File: src/logic/sceh_defines.svh
`ifndef SCEH_DEFINES_SVH
`define SCEH_DEFINES_SVH

// ==========================================================================
// Register byte offsets
`define SCEH_OFF_SEC_STAT   12'h000
`define SCEH_OFF_SEC_UNC    12'h004
`define SCEH_OFF_UNC_MASK   12'h008
`define SCEH_OFF_UNC_SEV    12'h00c
`define SCEH_OFF_ERR_CTL    12'h010
`define SCEH_OFF_PRI_CSR    12'h014
`define SCEH_OFF_DEV_CSR    12'h018
`define SCEH_OFF_CTRL       12'h01c
`define SCEH_OFF_HDR0       12'h020
`define SCEH_OFF_HDR1       12'h024
`define SCEH_OFF_HDR2       12'h028
`define SCEH_OFF_HDR3       12'h02c

// ==========================================================================
// Secondary status bits
`define SCEH_SS_SIG_TA      0
`define SCEH_SS_RCV_TA      1
`define SCEH_SS_RCV_MA      2
`define SCEH_SS_MDP         3
// Secondary uncorrectable status / mask / severity bits
`define SCEH_UE_RCV_TA      0
`define SCEH_UE_RCV_MA      1
`define SCEH_UE_PERR        2
`define SCEH_UE_USC         3
`define SCEH_UE_SPLIT_MESSAGE_DATA_ERROR        4
`define SCEH_UE_W           5
// Primary control and status bits
`define SCEH_PC_SYSTEM_ERROR_ENABLE     0
`define SCEH_PC_SIG_TA      1
`define SCEH_PC_RCV_TA      2
`define SCEH_PC_SIG_SERR    3
// Device control and status bits
`define SCEH_DC_NF_EN       0
`define SCEH_DC_F_EN        1
`define SCEH_DC_NF_DET      2
`define SCEH_DC_F_DET       3
// Bridge control bits
`define SCEH_CT_PERESP      0
`define SCEH_CT_PCIX        1
// Error pointer control: valid bit, above the 3-bit pointer field
`define SCEH_EP_VALID       3

// ==========================================================================
// Completer error classes and indexes
`define SCEH_CLS_BRIDGE     4'h1
`define SCEH_CLS_COMPL      4'h2
`define SCEH_IDX_MA         8'h00
`define SCEH_IDX_TA         8'h01
`define SCEH_IDX_WDE        8'h02
`define SCEH_IDX_BCNT       8'h00
`define SCEH_IDX_SWDE       8'h01
`define SCEH_IDX_DEVSPEC    4'h8

// Reset values and header log word count
`define SCEH_RST_MASK       5'h00
`define SCEH_RST_SEV        5'h00
`define SCEH_HDR_WORDS      4

`endif

File: src/logic/sceh_pkg.sv
package sceh_pkg;

	// Completion status returned upstream
	typedef enum logic [1:0] {
		SCEH_CPL_SC,
		SCEH_CPL_UR,
		SCEH_CPL_CA
	} sceh_cpl_t;

	// Split completion message from the secondary bus
	typedef struct packed {
		logic         valid;
		logic [3:0]   err_class;
		logic [7:0]   err_index;
		logic [127:0] header;
	} sceh_scm_t;

	// Completion answer towards the PCIe requester
	typedef struct packed {
		logic      valid;
		sceh_cpl_t status;
	} sceh_cpl_out_t;

	// Error message towards PCIe
	typedef struct packed {
		logic valid;
		logic fatal;
	} sceh_msg_t;

endpackage

File: src/logic/sceh_handler.sv
`timescale 1ns/1ps
`include "sceh_defines.svh"
// Notes on behaviour
// RULE_01: PCIe completer abort on forwarded request sets secondary received-target-abort.
// RULE_02: In PCI mode completer abort becomes delayed Target-Abort after good data.
// RULE_03: Signalling Target-Abort to a PCI agent sets primary received-target-abort.
// RULE_04: PCI-X completer reports failures by a completer-error split message.
// RULE_05: Master-abort message: return UR, set received-master-abort in both registers.
// RULE_06: Target-abort message: return CA, set received/signaled target-abort bits.
// RULE_07: Write data errors: UR, parity-assert seen, data parity if response enabled.
// RULE_08: Byte count out of range: return UR, set no status bits.
// RULE_09: Device-specific error returns CA; any CA sets secondary signaled-target-abort.
// RULE_10: Unexpected split completion sets its status bit and logs the header.
// RULE_11: Parity error on split message data sets the message data error bit.
// RULE_12: Unmasked error with pointer invalid logs header and sets first-error pointer.
// RULE_13: Unmasked error sends fatal/non-fatal message when any reporting enable set; code needs system-error enable or the matching F/NF enable.
// RULE_14: Signaled-system-error sets only when a message was sent and enable set.
// RULE_15: Fatal or non-fatal detected bit sets regardless of mask and enables.

module sceh_handler (
	input  wire logic                   core_clk,
	input  wire logic                   rst_n,
	// APB slave
	input  wire logic                   psel,
	input  wire logic                   penable,
	input  wire logic                   pwrite,
	input  wire logic [11:0]            paddr,
	input  wire logic [31:0]            pwdata,
	output logic                        pready,
	output logic [31:0]                 prdata,
	output logic                        pslverr,
	// Completion events from PCIe for forwarded PCI requests
	input  wire logic                   pcie_ca_cpl,
	input  wire logic                   pci_data_done,
	// Secondary bus events
	input  wire sceh_pkg::sceh_scm_t    scm_in,
	input  wire logic                   usc_err,
	input  wire logic                   split_message_data_error_perr,
	// Outputs
	output sceh_pkg::sceh_cpl_out_t     cpl_out,
	output sceh_pkg::sceh_msg_t         err_msg,
	output logic                        pci_target_abort
);

	// ======================================================================
	// State
	logic [3:0]             sec_stat_q;
	logic [`SCEH_UE_W-1:0]  unc_stat_q;
	logic [`SCEH_UE_W-1:0]  unc_mask_q;
	logic [`SCEH_UE_W-1:0]  unc_sev_q;
	logic [3:0]             first_error_pointer_q;
	logic [3:0]             pri_csr_q;
	logic [3:0]             dev_csr_q;
	logic [1:0]             ctrl_q;
	logic [31:0]            hdr_q [`SCEH_HDR_WORDS];
	logic                   ta_pend_q;

	// Per-event decode
	logic [`SCEH_UE_W-1:0]  ev;
	logic                   ev_any;
	logic                   cpl_v;
	sceh_pkg::sceh_cpl_t    cpl_st;
	logic                   dev_spec;
	logic                   first_err;
	logic [2:0]             first_idx;
	logic                   ev_fatal;
	logic                   ev_nonfatal;
	logic                   report_en_f;
	logic                   report_en_nf;
	logic                   msg_go;
	logic                   msg_fatal;
	logic                   wr;
	logic                   rd;

	// Lowest set bit index of an error vector
	function automatic logic [2:0] sceh_first(
		input logic [`SCEH_UE_W-1:0] v
	);
		logic [2:0] idx;
		idx = 3'h0;
		for (int i = `SCEH_UE_W - 1; i >= 0; i--) begin
			if (v[i]) begin
				idx = 3'(i);
			end
		end
		return idx;
	endfunction

	// ======================================================================
	// Message decode
	// The partner must send completer-error messages [RULE_04]; only those
	// two classes are decoded, anything else passes without action.
	always_comb begin
		ev       = '0;
		cpl_v    = 1'b0;
		cpl_st   = sceh_pkg::SCEH_CPL_SC;
		dev_spec = 1'b0;
		if (scm_in.valid) begin
			if (scm_in.err_class == `SCEH_CLS_BRIDGE) begin
				case (scm_in.err_index)
					`SCEH_IDX_MA: begin
						cpl_v  = 1'b1;
						cpl_st = sceh_pkg::SCEH_CPL_UR; // [RULE_05]
						ev[`SCEH_UE_RCV_MA] = 1'b1;
					end
					`SCEH_IDX_TA: begin
						cpl_v  = 1'b1;
						cpl_st = sceh_pkg::SCEH_CPL_CA; // [RULE_06]
						ev[`SCEH_UE_RCV_TA] = 1'b1;
					end
					`SCEH_IDX_WDE: begin
						cpl_v  = 1'b1;
						cpl_st = sceh_pkg::SCEH_CPL_UR; // [RULE_07]
						ev[`SCEH_UE_PERR] = 1'b1;
					end
					default: ;
				endcase
			end else if (scm_in.err_class == `SCEH_CLS_COMPL) begin
				if (scm_in.err_index == `SCEH_IDX_BCNT) begin
					cpl_v  = 1'b1;
					cpl_st = sceh_pkg::SCEH_CPL_UR; // [RULE_08]
				end else if (scm_in.err_index == `SCEH_IDX_SWDE) begin
					cpl_v  = 1'b1;
					cpl_st = sceh_pkg::SCEH_CPL_UR; // [RULE_07]
					ev[`SCEH_UE_PERR] = 1'b1;
				end else if (scm_in.err_index[7:4] == `SCEH_IDX_DEVSPEC) begin
					cpl_v    = 1'b1;
					cpl_st   = sceh_pkg::SCEH_CPL_CA; // [RULE_09]
					dev_spec = 1'b1;
				end
			end
		end
		ev[`SCEH_UE_USC]  = usc_err;   // [RULE_10]
		ev[`SCEH_UE_SPLIT_MESSAGE_DATA_ERROR] = split_message_data_error_perr; // [RULE_11]
	end

	// ======================================================================
	// Reporting decisions, shared by every secondary error
	always_comb begin
		ev_any       = |ev;
		ev_fatal     = |(ev & unc_sev_q);
		ev_nonfatal  = |(ev & ~unc_sev_q);
		report_en_f  = pri_csr_q[`SCEH_PC_SYSTEM_ERROR_ENABLE] | dev_csr_q[`SCEH_DC_F_EN];
		report_en_nf = pri_csr_q[`SCEH_PC_SYSTEM_ERROR_ENABLE] | dev_csr_q[`SCEH_DC_NF_EN];
		msg_fatal    = |(ev & ~unc_mask_q & unc_sev_q) & report_en_f;
		msg_go       = msg_fatal |
			(|(ev & ~unc_mask_q & ~unc_sev_q) & report_en_nf); // [RULE_13]
		first_idx    = sceh_first(ev & ~unc_mask_q);
		first_err    = |(ev & ~unc_mask_q) &
			~first_error_pointer_q[`SCEH_EP_VALID];                    // [RULE_12]
		wr = psel & penable & pwrite;
		rd = psel & penable & ~pwrite;
	end

	// ======================================================================
	// APB slave: zero wait states, unmapped addresses read zero and error
	always_ff @(posedge core_clk or negedge rst_n) begin
		if (!rst_n) begin
			pready  <= 1'b0;
			prdata  <= 32'h0;
			pslverr <= 1'b0;
		end else begin
			pready  <= psel & ~penable;
			pslverr <= 1'b0;
			prdata  <= 32'h0;
			if (psel & ~penable) begin
				case (paddr)
					`SCEH_OFF_SEC_STAT: prdata <= {28'h0, sec_stat_q};
					`SCEH_OFF_SEC_UNC:  prdata <= {27'h0, unc_stat_q};
					`SCEH_OFF_UNC_MASK: prdata <= {27'h0, unc_mask_q};
					`SCEH_OFF_UNC_SEV:  prdata <= {27'h0, unc_sev_q};
					`SCEH_OFF_ERR_CTL:  prdata <= {28'h0, first_error_pointer_q};
					`SCEH_OFF_PRI_CSR:  prdata <= {28'h0, pri_csr_q};
					`SCEH_OFF_DEV_CSR:  prdata <= {28'h0, dev_csr_q};
					`SCEH_OFF_CTRL:     prdata <= {30'h0, ctrl_q};
					`SCEH_OFF_HDR0:     prdata <= hdr_q[0];
					`SCEH_OFF_HDR1:     prdata <= hdr_q[1];
					`SCEH_OFF_HDR2:     prdata <= hdr_q[2];
					`SCEH_OFF_HDR3:     prdata <= hdr_q[3];
					default: pslverr <= 1'b1;
				endcase
			end
		end
	end

	// ======================================================================
	// Secondary status; write one clears, hardware set wins over clear
	always_ff @(posedge core_clk or negedge rst_n) begin
		if (!rst_n) begin
			sec_stat_q <= 4'h0;
		end else begin
			sec_stat_q <= (wr && paddr == `SCEH_OFF_SEC_STAT) ?
				sec_stat_q & ~pwdata[3:0] : sec_stat_q;
			if (pcie_ca_cpl) begin
				sec_stat_q[`SCEH_SS_RCV_TA] <= 1'b1; // [RULE_01]
			end
			if (ev[`SCEH_UE_RCV_TA]) begin
				sec_stat_q[`SCEH_SS_RCV_TA] <= 1'b1; // [RULE_06]
			end
			if (ev[`SCEH_UE_RCV_MA]) begin
				sec_stat_q[`SCEH_SS_RCV_MA] <= 1'b1; // [RULE_05]
			end
			if (ev[`SCEH_UE_PERR] & ctrl_q[`SCEH_CT_PERESP]) begin
				sec_stat_q[`SCEH_SS_MDP] <= 1'b1;    // [RULE_07]
			end
			if (cpl_v && cpl_st == sceh_pkg::SCEH_CPL_CA) begin
				sec_stat_q[`SCEH_SS_SIG_TA] <= 1'b1; // [RULE_09]
			end
		end
	end

	// Secondary uncorrectable status; write one clears
	always_ff @(posedge core_clk or negedge rst_n) begin
		if (!rst_n) begin
			unc_stat_q <= 5'h0;
		end else begin
			unc_stat_q <= ((wr && paddr == `SCEH_OFF_SEC_UNC) ?
				unc_stat_q & ~pwdata[4:0] : unc_stat_q) | ev; // [RULE_05]
		end
	end

	// Mask, severity and bridge control are plain read/write
	always_ff @(posedge core_clk or negedge rst_n) begin
		if (!rst_n) begin
			unc_mask_q <= `SCEH_RST_MASK;
			unc_sev_q  <= `SCEH_RST_SEV;
			ctrl_q     <= 2'h0;
		end else if (wr) begin
			if (paddr == `SCEH_OFF_UNC_MASK) unc_mask_q <= pwdata[4:0];
			if (paddr == `SCEH_OFF_UNC_SEV)  unc_sev_q  <= pwdata[4:0];
			if (paddr == `SCEH_OFF_CTRL)     ctrl_q     <= pwdata[1:0];
		end
	end

	// ======================================================================
	// First-error pointer and header log; software clears the valid bit
	// to re-arm capture, an error in that same cycle is not logged.
	always_ff @(posedge core_clk or negedge rst_n) begin
		if (!rst_n) begin
			first_error_pointer_q <= 4'h0;
			for (int i = 0; i < `SCEH_HDR_WORDS; i++) begin
				hdr_q[i] <= 32'h0;
			end
		end else begin
			if (wr && paddr == `SCEH_OFF_ERR_CTL && pwdata[`SCEH_EP_VALID]) begin
				first_error_pointer_q[`SCEH_EP_VALID] <= 1'b0;
			end
			if (first_err) begin
				first_error_pointer_q <= {1'b1, first_idx};             // [RULE_12]
				for (int i = 0; i < `SCEH_HDR_WORDS; i++) begin
					hdr_q[i] <= scm_in.header[32*i +: 32]; // [RULE_10]
				end
			end
		end
	end

	// ======================================================================
	// Primary control/status: enable is R/W, status bits write one clear
	always_ff @(posedge core_clk or negedge rst_n) begin
		if (!rst_n) begin
			pri_csr_q <= 4'h0;
		end else begin
			if (wr && paddr == `SCEH_OFF_PRI_CSR) begin
				pri_csr_q <= {pri_csr_q[3:1] & ~pwdata[3:1], pwdata[0]};
			end
			if (ev[`SCEH_UE_RCV_TA]) begin
				pri_csr_q[`SCEH_PC_SIG_TA] <= 1'b1;   // [RULE_06]
			end
			if (ta_pend_q & pci_data_done) begin
				pri_csr_q[`SCEH_PC_RCV_TA] <= 1'b1;   // [RULE_03]
			end
			if (msg_go & pri_csr_q[`SCEH_PC_SYSTEM_ERROR_ENABLE]) begin
				pri_csr_q[`SCEH_PC_SIG_SERR] <= 1'b1; // [RULE_14]
			end
		end
	end

	// Device control/status: detected bits ignore mask and enables
	always_ff @(posedge core_clk or negedge rst_n) begin
		if (!rst_n) begin
			dev_csr_q <= 4'h0;
		end else begin
			if (wr && paddr == `SCEH_OFF_DEV_CSR) begin
				dev_csr_q <= {dev_csr_q[3:2] & ~pwdata[3:2], pwdata[1:0]};
			end
			if (ev_fatal) begin
				dev_csr_q[`SCEH_DC_F_DET] <= 1'b1;  // [RULE_15]
			end
			if (ev_nonfatal) begin
				dev_csr_q[`SCEH_DC_NF_DET] <= 1'b1; // [RULE_15]
			end
		end
	end

	// ======================================================================
	// Delayed Target-Abort: good data already returned is delivered first,
	// the abort follows once the PCI side has drained it.
	always_ff @(posedge core_clk or negedge rst_n) begin
		if (!rst_n) begin
			ta_pend_q        <= 1'b0;
			pci_target_abort <= 1'b0;
		end else begin
			pci_target_abort <= ta_pend_q & pci_data_done;     // [RULE_02]
			if (pcie_ca_cpl & ~ctrl_q[`SCEH_CT_PCIX]) begin
				ta_pend_q <= 1'b1;                             // [RULE_02]
			end else if (pci_data_done) begin
				ta_pend_q <= 1'b0;
			end
		end
	end

	// ======================================================================
	// Completion and error message outputs, one-cycle pulses
	always_ff @(posedge core_clk or negedge rst_n) begin
		if (!rst_n) begin
			cpl_out <= '0;
			err_msg <= '0;
		end else begin
			cpl_out.valid  <= cpl_v;
			cpl_out.status <= cpl_st;
			err_msg.valid  <= msg_go;    // [RULE_13]
			err_msg.fatal  <= msg_fatal;
		end
	end

	// Unused unless a future class is decoded
	logic unused_ok;
	assign unused_ok = dev_spec & ev_any;

endmodule

File: config.mk
export PLATFORM = sky130hd
export DESIGN_NAME = sceh_handler
export DESIGN_NICKNAME = d
export VERILOG_FILES = /design/src/logic/sceh_pkg.sv /design/src/logic/sceh_handler.sv
export VERILOG_INCLUDE_DIRS = /design/src /design/src/logic
export SDC_FILE = /design/constraint.sdc
export NUM_CORES = 1
export LEC_CHECK = 0
export BUFFER_PORTS_ARGS = -buffer_cell sky130_fd_sc_hd__buf_2
export CORE_ASPECT_RATIO = 1.75
export CORE_MARGIN = 5
export CORE_UTILIZATION = 58
export DETAILED_ROUTE_END_ITERATION = 8
export PLACE_DENSITY = 0.9
export SETUP_SLACK_MARGIN = 0.5
export SKIP_CTS_REPAIR_TIMING = 1
export SYNTH_ARGS = -nofsm -noshare
export SYNTH_HDL_FRONTEND = slang
export SYNTH_SLANG_ARGS = --single-unit
File: constraint.sdc
create_clock -name core_clk -period 4.1 [get_ports core_clk]
set_clock_uncertainty 0.15 [all_clocks]
set_input_delay 0.82 -clock core_clk [delete_from_list [all_inputs] [get_ports core_clk]]
set_output_delay 0.82 -clock core_clk [all_outputs]
set_load 0.005 [all_outputs]
==> impl_results.md, run 1 <==
- Vias in the first global route: about 7000
- Post-Route M1 WL: around 8100 um
- Maxcap violations: 0
- Post-synth EDFFs: 0
- Synthesized Nets: 842
- Final hold vios: 0
- Setup violators final: 0
- Register bit total from synthesis: 202
- Nets: 1049
- Die W: 105.4 um
- Worst-Skew Late Latency: a little under 0.5 ns
- DR WL met3: ~1400 um
- Met2 Wirelength: 12440 um
- CP max stage delay: between 0.8 and 0.9 ns
- Cell variety after synth: 57
- Initial DRC count: 394
- Reg clk slew, reported paths: 0.07 ns
- Synth top area cells: dfrtp_1 55%, mux2_4 16%, mux2_2 4.9%
- Power Density: between 400 and 500 mW/mm^2
- Total GRT Usage: 24.87%
- Required @ worst endpoint: 4.31 ns
- Syn Area/Cell: 14.24 sq um
- Maximum vdd drop: approximately 360 uV
- Die Y-Extent: 176.9 um
- Least-Margin Pin Slew: 0.9670 ns
- Initial antenna violation count: 3
- Antenna Nets Post-Route: 0
- I/O pin cnt: 234
- CP Class: input pin to flop
- CTS Buffer Depth: 3
- Worst path bufs/invs: 1
- Total gr overflow: 0
- Core Region: between 0.015 and 0.02 sq mm
- Peak Freq: about 350 MHz
- Setup crit end kind: flop
- Final worst-path cycle share: 70.35%
- P_sw: just under 1000 uW
- Total number of yosys warnings: 0
- Placed Area: 0.01033 sq mm
- Critical-path cell list: buf_2 -> nor4_1 -> nand4_1 -> nor3_1 -> nand2_1 -> a221o_1
- Startpoint types: input pin
- Clock power frac: around two fifths
- DRT Pass-1 Iters: 5
- Status: finished, final reports clean
- Starting Density: 58.42%
- Post-synth ARST share: between 90% and 100%
- Highest metal layer with signal wires: met4
- Ys flop type: dfrtp_1
- Final Cell Area: about 0.011 sq mm
- Largest net degree at the start of global routing: 85
- Core Util, Final: 69.58%
- DR vias/cell: about 6.1
- DRC Markers: 0
- Delay-heaviest family, CP: simple AND/OR/NAND/NOR gates
- Layout cells sized above 1: 47.34%
- Hold slack final: 0.2325 ns
- Unrepaired setup endpoints after global routing: false
- TritonCTS buffer count: 19
- CTS tree: yes
- WL per Instance: 22.00 um
- First-pass GRT wire length: 36470 um
- Routed WL: between 20000 and 25000 um
- Cells after Synth: 648
- Worst path arrival time: about 3.1 ns
- Total Power: ~4400 uW
- Mapped cell area: 0.009230 sq mm
- H-tree levels: 1
- Leak: 0.005187 uW
- Slew HR: 35.04%
- Comb pwr share: just under 9%
- Critical path's slowest cell: nor3_1
- CTS Sinks: 202
- IO Port Bufs: 206
- HP Class: input pin to async pin
- Clock root buffer: clkbuf_16
- Int Power: approximately 3400 uW
- Die footprint: 0.01864 sq mm
- Layout area overhead: 19.10%
- Post-route setup TNS: 0 ns
- Pins Over Slew Limit: 0
- DP Wirelength: 16580 um
- GP Congestion: 0.9961
- Switch share: ~22%
- DR vias: approximately 6400
- R2R Setup Slk: around 1.8 ns
- Worst-path maximum fanout: 4
- Part of the power in registers: roughly 50%
- Dominant cell type by area after synthesis: dfrtp_1
- Sequential fraction of the synthesis area: about 55%
- Area share of the largest cell type after synthesis: 54.76%
- Period minus WS final: 2.884 ns
- Filler instances: 1061
- Cell row count: 61
==> cell usage after synthesis, types with 9 or more instances <==
master   count
nand2_1     25
buf_2       12
a21oi_1     35
a21o_1       9
inv_1       10
mux2_2      40
a22oi_1     58
dfrtp_1    202
mux2_4     100
mux2_1      10
nor2_1      21
buf_12      11
==> cells by family (layout without fill, tap and decap cells) <==
family                 Yosys count  count (layout)  synth area share, %
muxes                          160             160                23.86
buffers and inverters           45             263                4.135
DFF                            202             202                54.76
other                            0               4                    0
AOI/OAI and AO/OA              144             144                11.03
and+or+nand+nor                 97              97                6.209
==> path summary, 6_finish.rpt <==
kind | startpoint | to | cells after the start
setup / recovery | paddr[9] | dev_csr_q[3] | 6
hold / removal | rst_n | ta_pend_q | 1
setup reg to reg | unc_mask_q[2] | hdr_q[69] | 6
hold reg to reg | sec_stat_q[2] | sec_stat_q[2] | 1
max in group asynchronous | rst_n | hdr_q[116] | 2
min in group core_clk | sec_stat_q[2] | sec_stat_q[2] | 1
==> per-stage QoR <==
step,worst slack (ns),std cells
finish,1.216,1059
global route,1.041,1058
CTS,1.353,1055
detailed placement,0.8526,1023
global placement,0.9151,1023
floorplan,1.371,648
==> registers in the layout (all words and copies together) (netlist names), 4 cells and up <==
name,cells
pri_csr_q,4
unc_sev_q,5
hdr_q,128
unc_mask_q,5
sec_stat_q,4
dev_csr_q,4
prdata,32
first_error_pointer_q,4
unc_stat_q,5
==> layout make-up <==
cell class | instances | area, sq um | area share (%)
antenna | 4 | 10.01 | 0.09105
clock inverter | 7 | 95.09 | 0.8650
inverter | 10 | 37.54 | 0.3415
tap | 189 | 236.5 | 2.151
multi-input combinational | 401 | 3799 | 34.56
clock buffer | 25 | 558.0 | 5.076
sequential | 202 | 5055 | 45.98
timing repair buffer | 221 | 1202 | 10.94
==> power by group through the flow <==
stage	combinational (uW)	sequential [uW]	clock, uW
floorplan	219	2220	0
global placement	370	2230	0
detailed placement	386	2240	0
CTS	389	2210	1860
global route	421	2220	1930
finish	386	2210	1830
==> cell usage in the layout, fill, tap and decap left out, drive strengths merged, types with 3 or more instances in the layout <==
cell type,n
a21o,9
a21oi,36
a222oi,3
a22o,4
a22oi,58
a32oi,5
and2,4
and3,3
buf,220
clkbuf,26
dfrtp,202
diode,4
inv,12
mux2,150
mux2i,7
mux4,3
nand2,25
nand2b,5
nand3,4
nand4,5
nor2,24
nor2b,4
nor3,11
nor3b,3
o21ai,7
o22ai,4
==> worst reg2reg max path, delay by kind of cell (launching register included) <==
kind / cells / cell delay (ns)
buf+inv: 1 / 0.35
compound gates: 2 / 0.56
simple gates: 2 / 0.27
flops: 1 / 0.44
mux: 1 / 0.43
==> per-layer routing <==
layer / vias up / track usage, %
met5: - / 0
li1: 2818 / -
met4: 0 / 14.34
met2: 298 / 44.78
met3: 89 / 4.089
met1: 3228 / 27.46
Note: power is estimated with default switching activity, not from simulation.
==> run 2: changes to the inputs <==
- CORE_UTILIZATION: 58 -> 53
- PLACE_DENSITY: 0.9 -> 0.84
- clock period: 4.1 -> 2.71 ns (I/O delays scaled with it)
==> run 2 against run 1 <==
Effect of this change: global-route usage fell by 0.42 points; via count rose by 2.4%; power rose by 46%; critical path depth rose by 2; critical endpoint is now hdr_q[9].
==> impl_results.md, run 2 (synthesis results as in run 1) <==
- Status: finished, final reports clean
- H-tree levels: 1
- Layout area overhead: 26.35%
- Starting Density: 53.36%
- Peak Freq: around 450 MHz
- I/O pin cnt: 234
- GP Congestion: 0.9742
- Clock root buffer: clkbuf_16
- IO Port Bufs: 206
- Placed Area: ~0.011 sq mm
- Final Cell Area: 0.01166 sq mm
- Largest register FFs: 128
- HP Class: input pin to flop
- Final worst setup slack: 0.4835 ns
- Total Power: around 6500 uW
- Placed insts: 1089
- Reg clk slew, reported paths: 0.06 ns
- Most frequent CP cell: clkbuf_16
- Maxcap violations: 0
- Layout cells sized above 1: approximately half
- CTS Sinks: 202
- Reg2reg end: hdr_q[9]
- Die Y-Extent: 184.6 um
- Worst-path maximum fanout: 7
- DRC Markers: 0
- Delay-heaviest family, CP: simple AND/OR/NAND/NOR gates
- CP max stage delay: just under 0.4 ns
- Total GRT Usage: between 20% and 30%
- DR vias/cell: ~5.8
- Worst path bufs/invs: 3
- First-pass GRT wire length: 37980 um
- Nets: 1088
- HP Start: pci_data_done
- Slew HR: approximately two thirds
- Core Region: ~0.017 sq mm
- Initial antenna violation count: 5
- Leak: around 0.0055 uW
- Biggest register: hdr_q
- Critical path's slowest cell: nor4b_4
- R2R Path Start: unc_mask_q[0]
- Hold slack final: ~0.11 ns
- Final worst-path cycle share: 82.16%
- R2R Setup Slk: 0.53 ns
- DR vias: ~6600
- Die footprint: 0.02026 sq mm
- Worst-Skew Late Latency: 0.48 ns
- Routed WL: 25310 um
- Largest registers: hdr_q x128, prdata x32
- Power Density: 555.3 mW/mm^2
- R2R cell count: 7
- Total gr overflow: 0
- Maximum vdd drop: 547.7 uV
- Die W: 109.8 um
- Hold depth: 2
- CP Class: input pin to flop
- WL per Instance: 22.21 um
- Final hold vios: 0
- Commonest non-fill, non-tap cells in the layout: 203 x buf_2, 199 x dfrtp_1, 120 x mux2_4
- Worst slack, placed: -0.02458 ns
- Hold endpoint: ta_pend_q
- Startpoint types: input pin
- Largest net degree at the start of global routing: 57
- Vias in the first global route: 7169
- Post-route non-filler standard cell count: 1140
- TritonCTS buffer count: 19
- Pins Over Slew Limit: 0
- Setup crit end kind: flop
- Cell row count: 64
- Unrepaired setup endpoints after global routing: true
- CTS Buffer Depth: 3
- Commonest non-fill, non-tap cell in the layout: buf_2
- DRT Pass-1 Iters: 5
- Required @ worst endpoint: 2.92 ns
- Setup violators final: 0
- Filler instances: about 1200
- Period minus WS final: 2.227 ns
- Initial DRC count: 370
- DP Wirelength: approximately 18000 um
- Least-Margin Pin Slew: 0.5286 ns
- Worst path arrival time: 2.43 ns
- CTS tree: yes
- Critical-path cell list: buf_6 -> nor4b_4 -> nand4_4 -> o21a_4 -> a21oi_4 -> clkbuf_16 -> clkbuf_16 -> mux2_4
- Antenna Nets Post-Route: 0
## run 2: cell types whose count changed in the layout (fill, tap and decap cells not counted), sizes merged
cell / before / now
dlygate4sd3: 0 / 1
inv: 12 / 10
buf: 220 / 252
clkinvlp: 1 / 2
clkbuf: 26 / 33
bufinv: 2 / 0
diode: 4 / 5
clkinv: 2 / 3
## run 2: area by class of cell
class,instances,area [sq um],share of cell area (%)
Sequential cell,202,5059,43.38
Inverter,10,37.54,0.3219
Tap cell,231,289.0,2.478
Clock buffer,26,541.8,4.645
Multi-Input combinational cell,401,3945,33.83
Timing Repair Buffer,260,1748,14.99
Antenna cell,5,12.51,0.1073
Clock inverter,5,30.03,0.2575
## run 2: routing by layer
metal  track usage, %  wire length, um  vias to the layer above
met5                0                0                        -
met4            12.83             1437                        0
met3            3.996             1335                       93
met2            43.99            13670                      303
met1            27.13             8874                     3293
li1                 -                -                     2901
## run 2: worst max-delay path by stage
stage	from	to	cells past startpoint
after floorplan	scm_in[134]	first_error_pointer_q[0]	7
after global placement	scm_in[134]	hdr_q[73]	8
after detailed placement	scm_in[129]	hdr_q[73]	8
after CTS	scm_in[129]	hdr_q[73]	8
after global routing	scm_in[133]	hdr_q[37]	8
final	scm_in[133]	hdr_q[9]	8
## run 2: per-stage QoR
stage | setup TNS, ns | util [%]
after floorplan | 0 | -
after global routing | 0 | 67.43
after detailed placement | -0.05165 | 61.94
after global placement | 0 | 61.94
final | 0 | 67.43
after CTS | 0 | 65.24
## run 2: report_power, final
| part | switching, uW | internal (uW) |
|---|---|---|
| Combinational | 243 | 391 |
| Clock | 1090 | 1400 |
| Sequential | 131 | 3220 |
| Total | 1470 | 5010 |
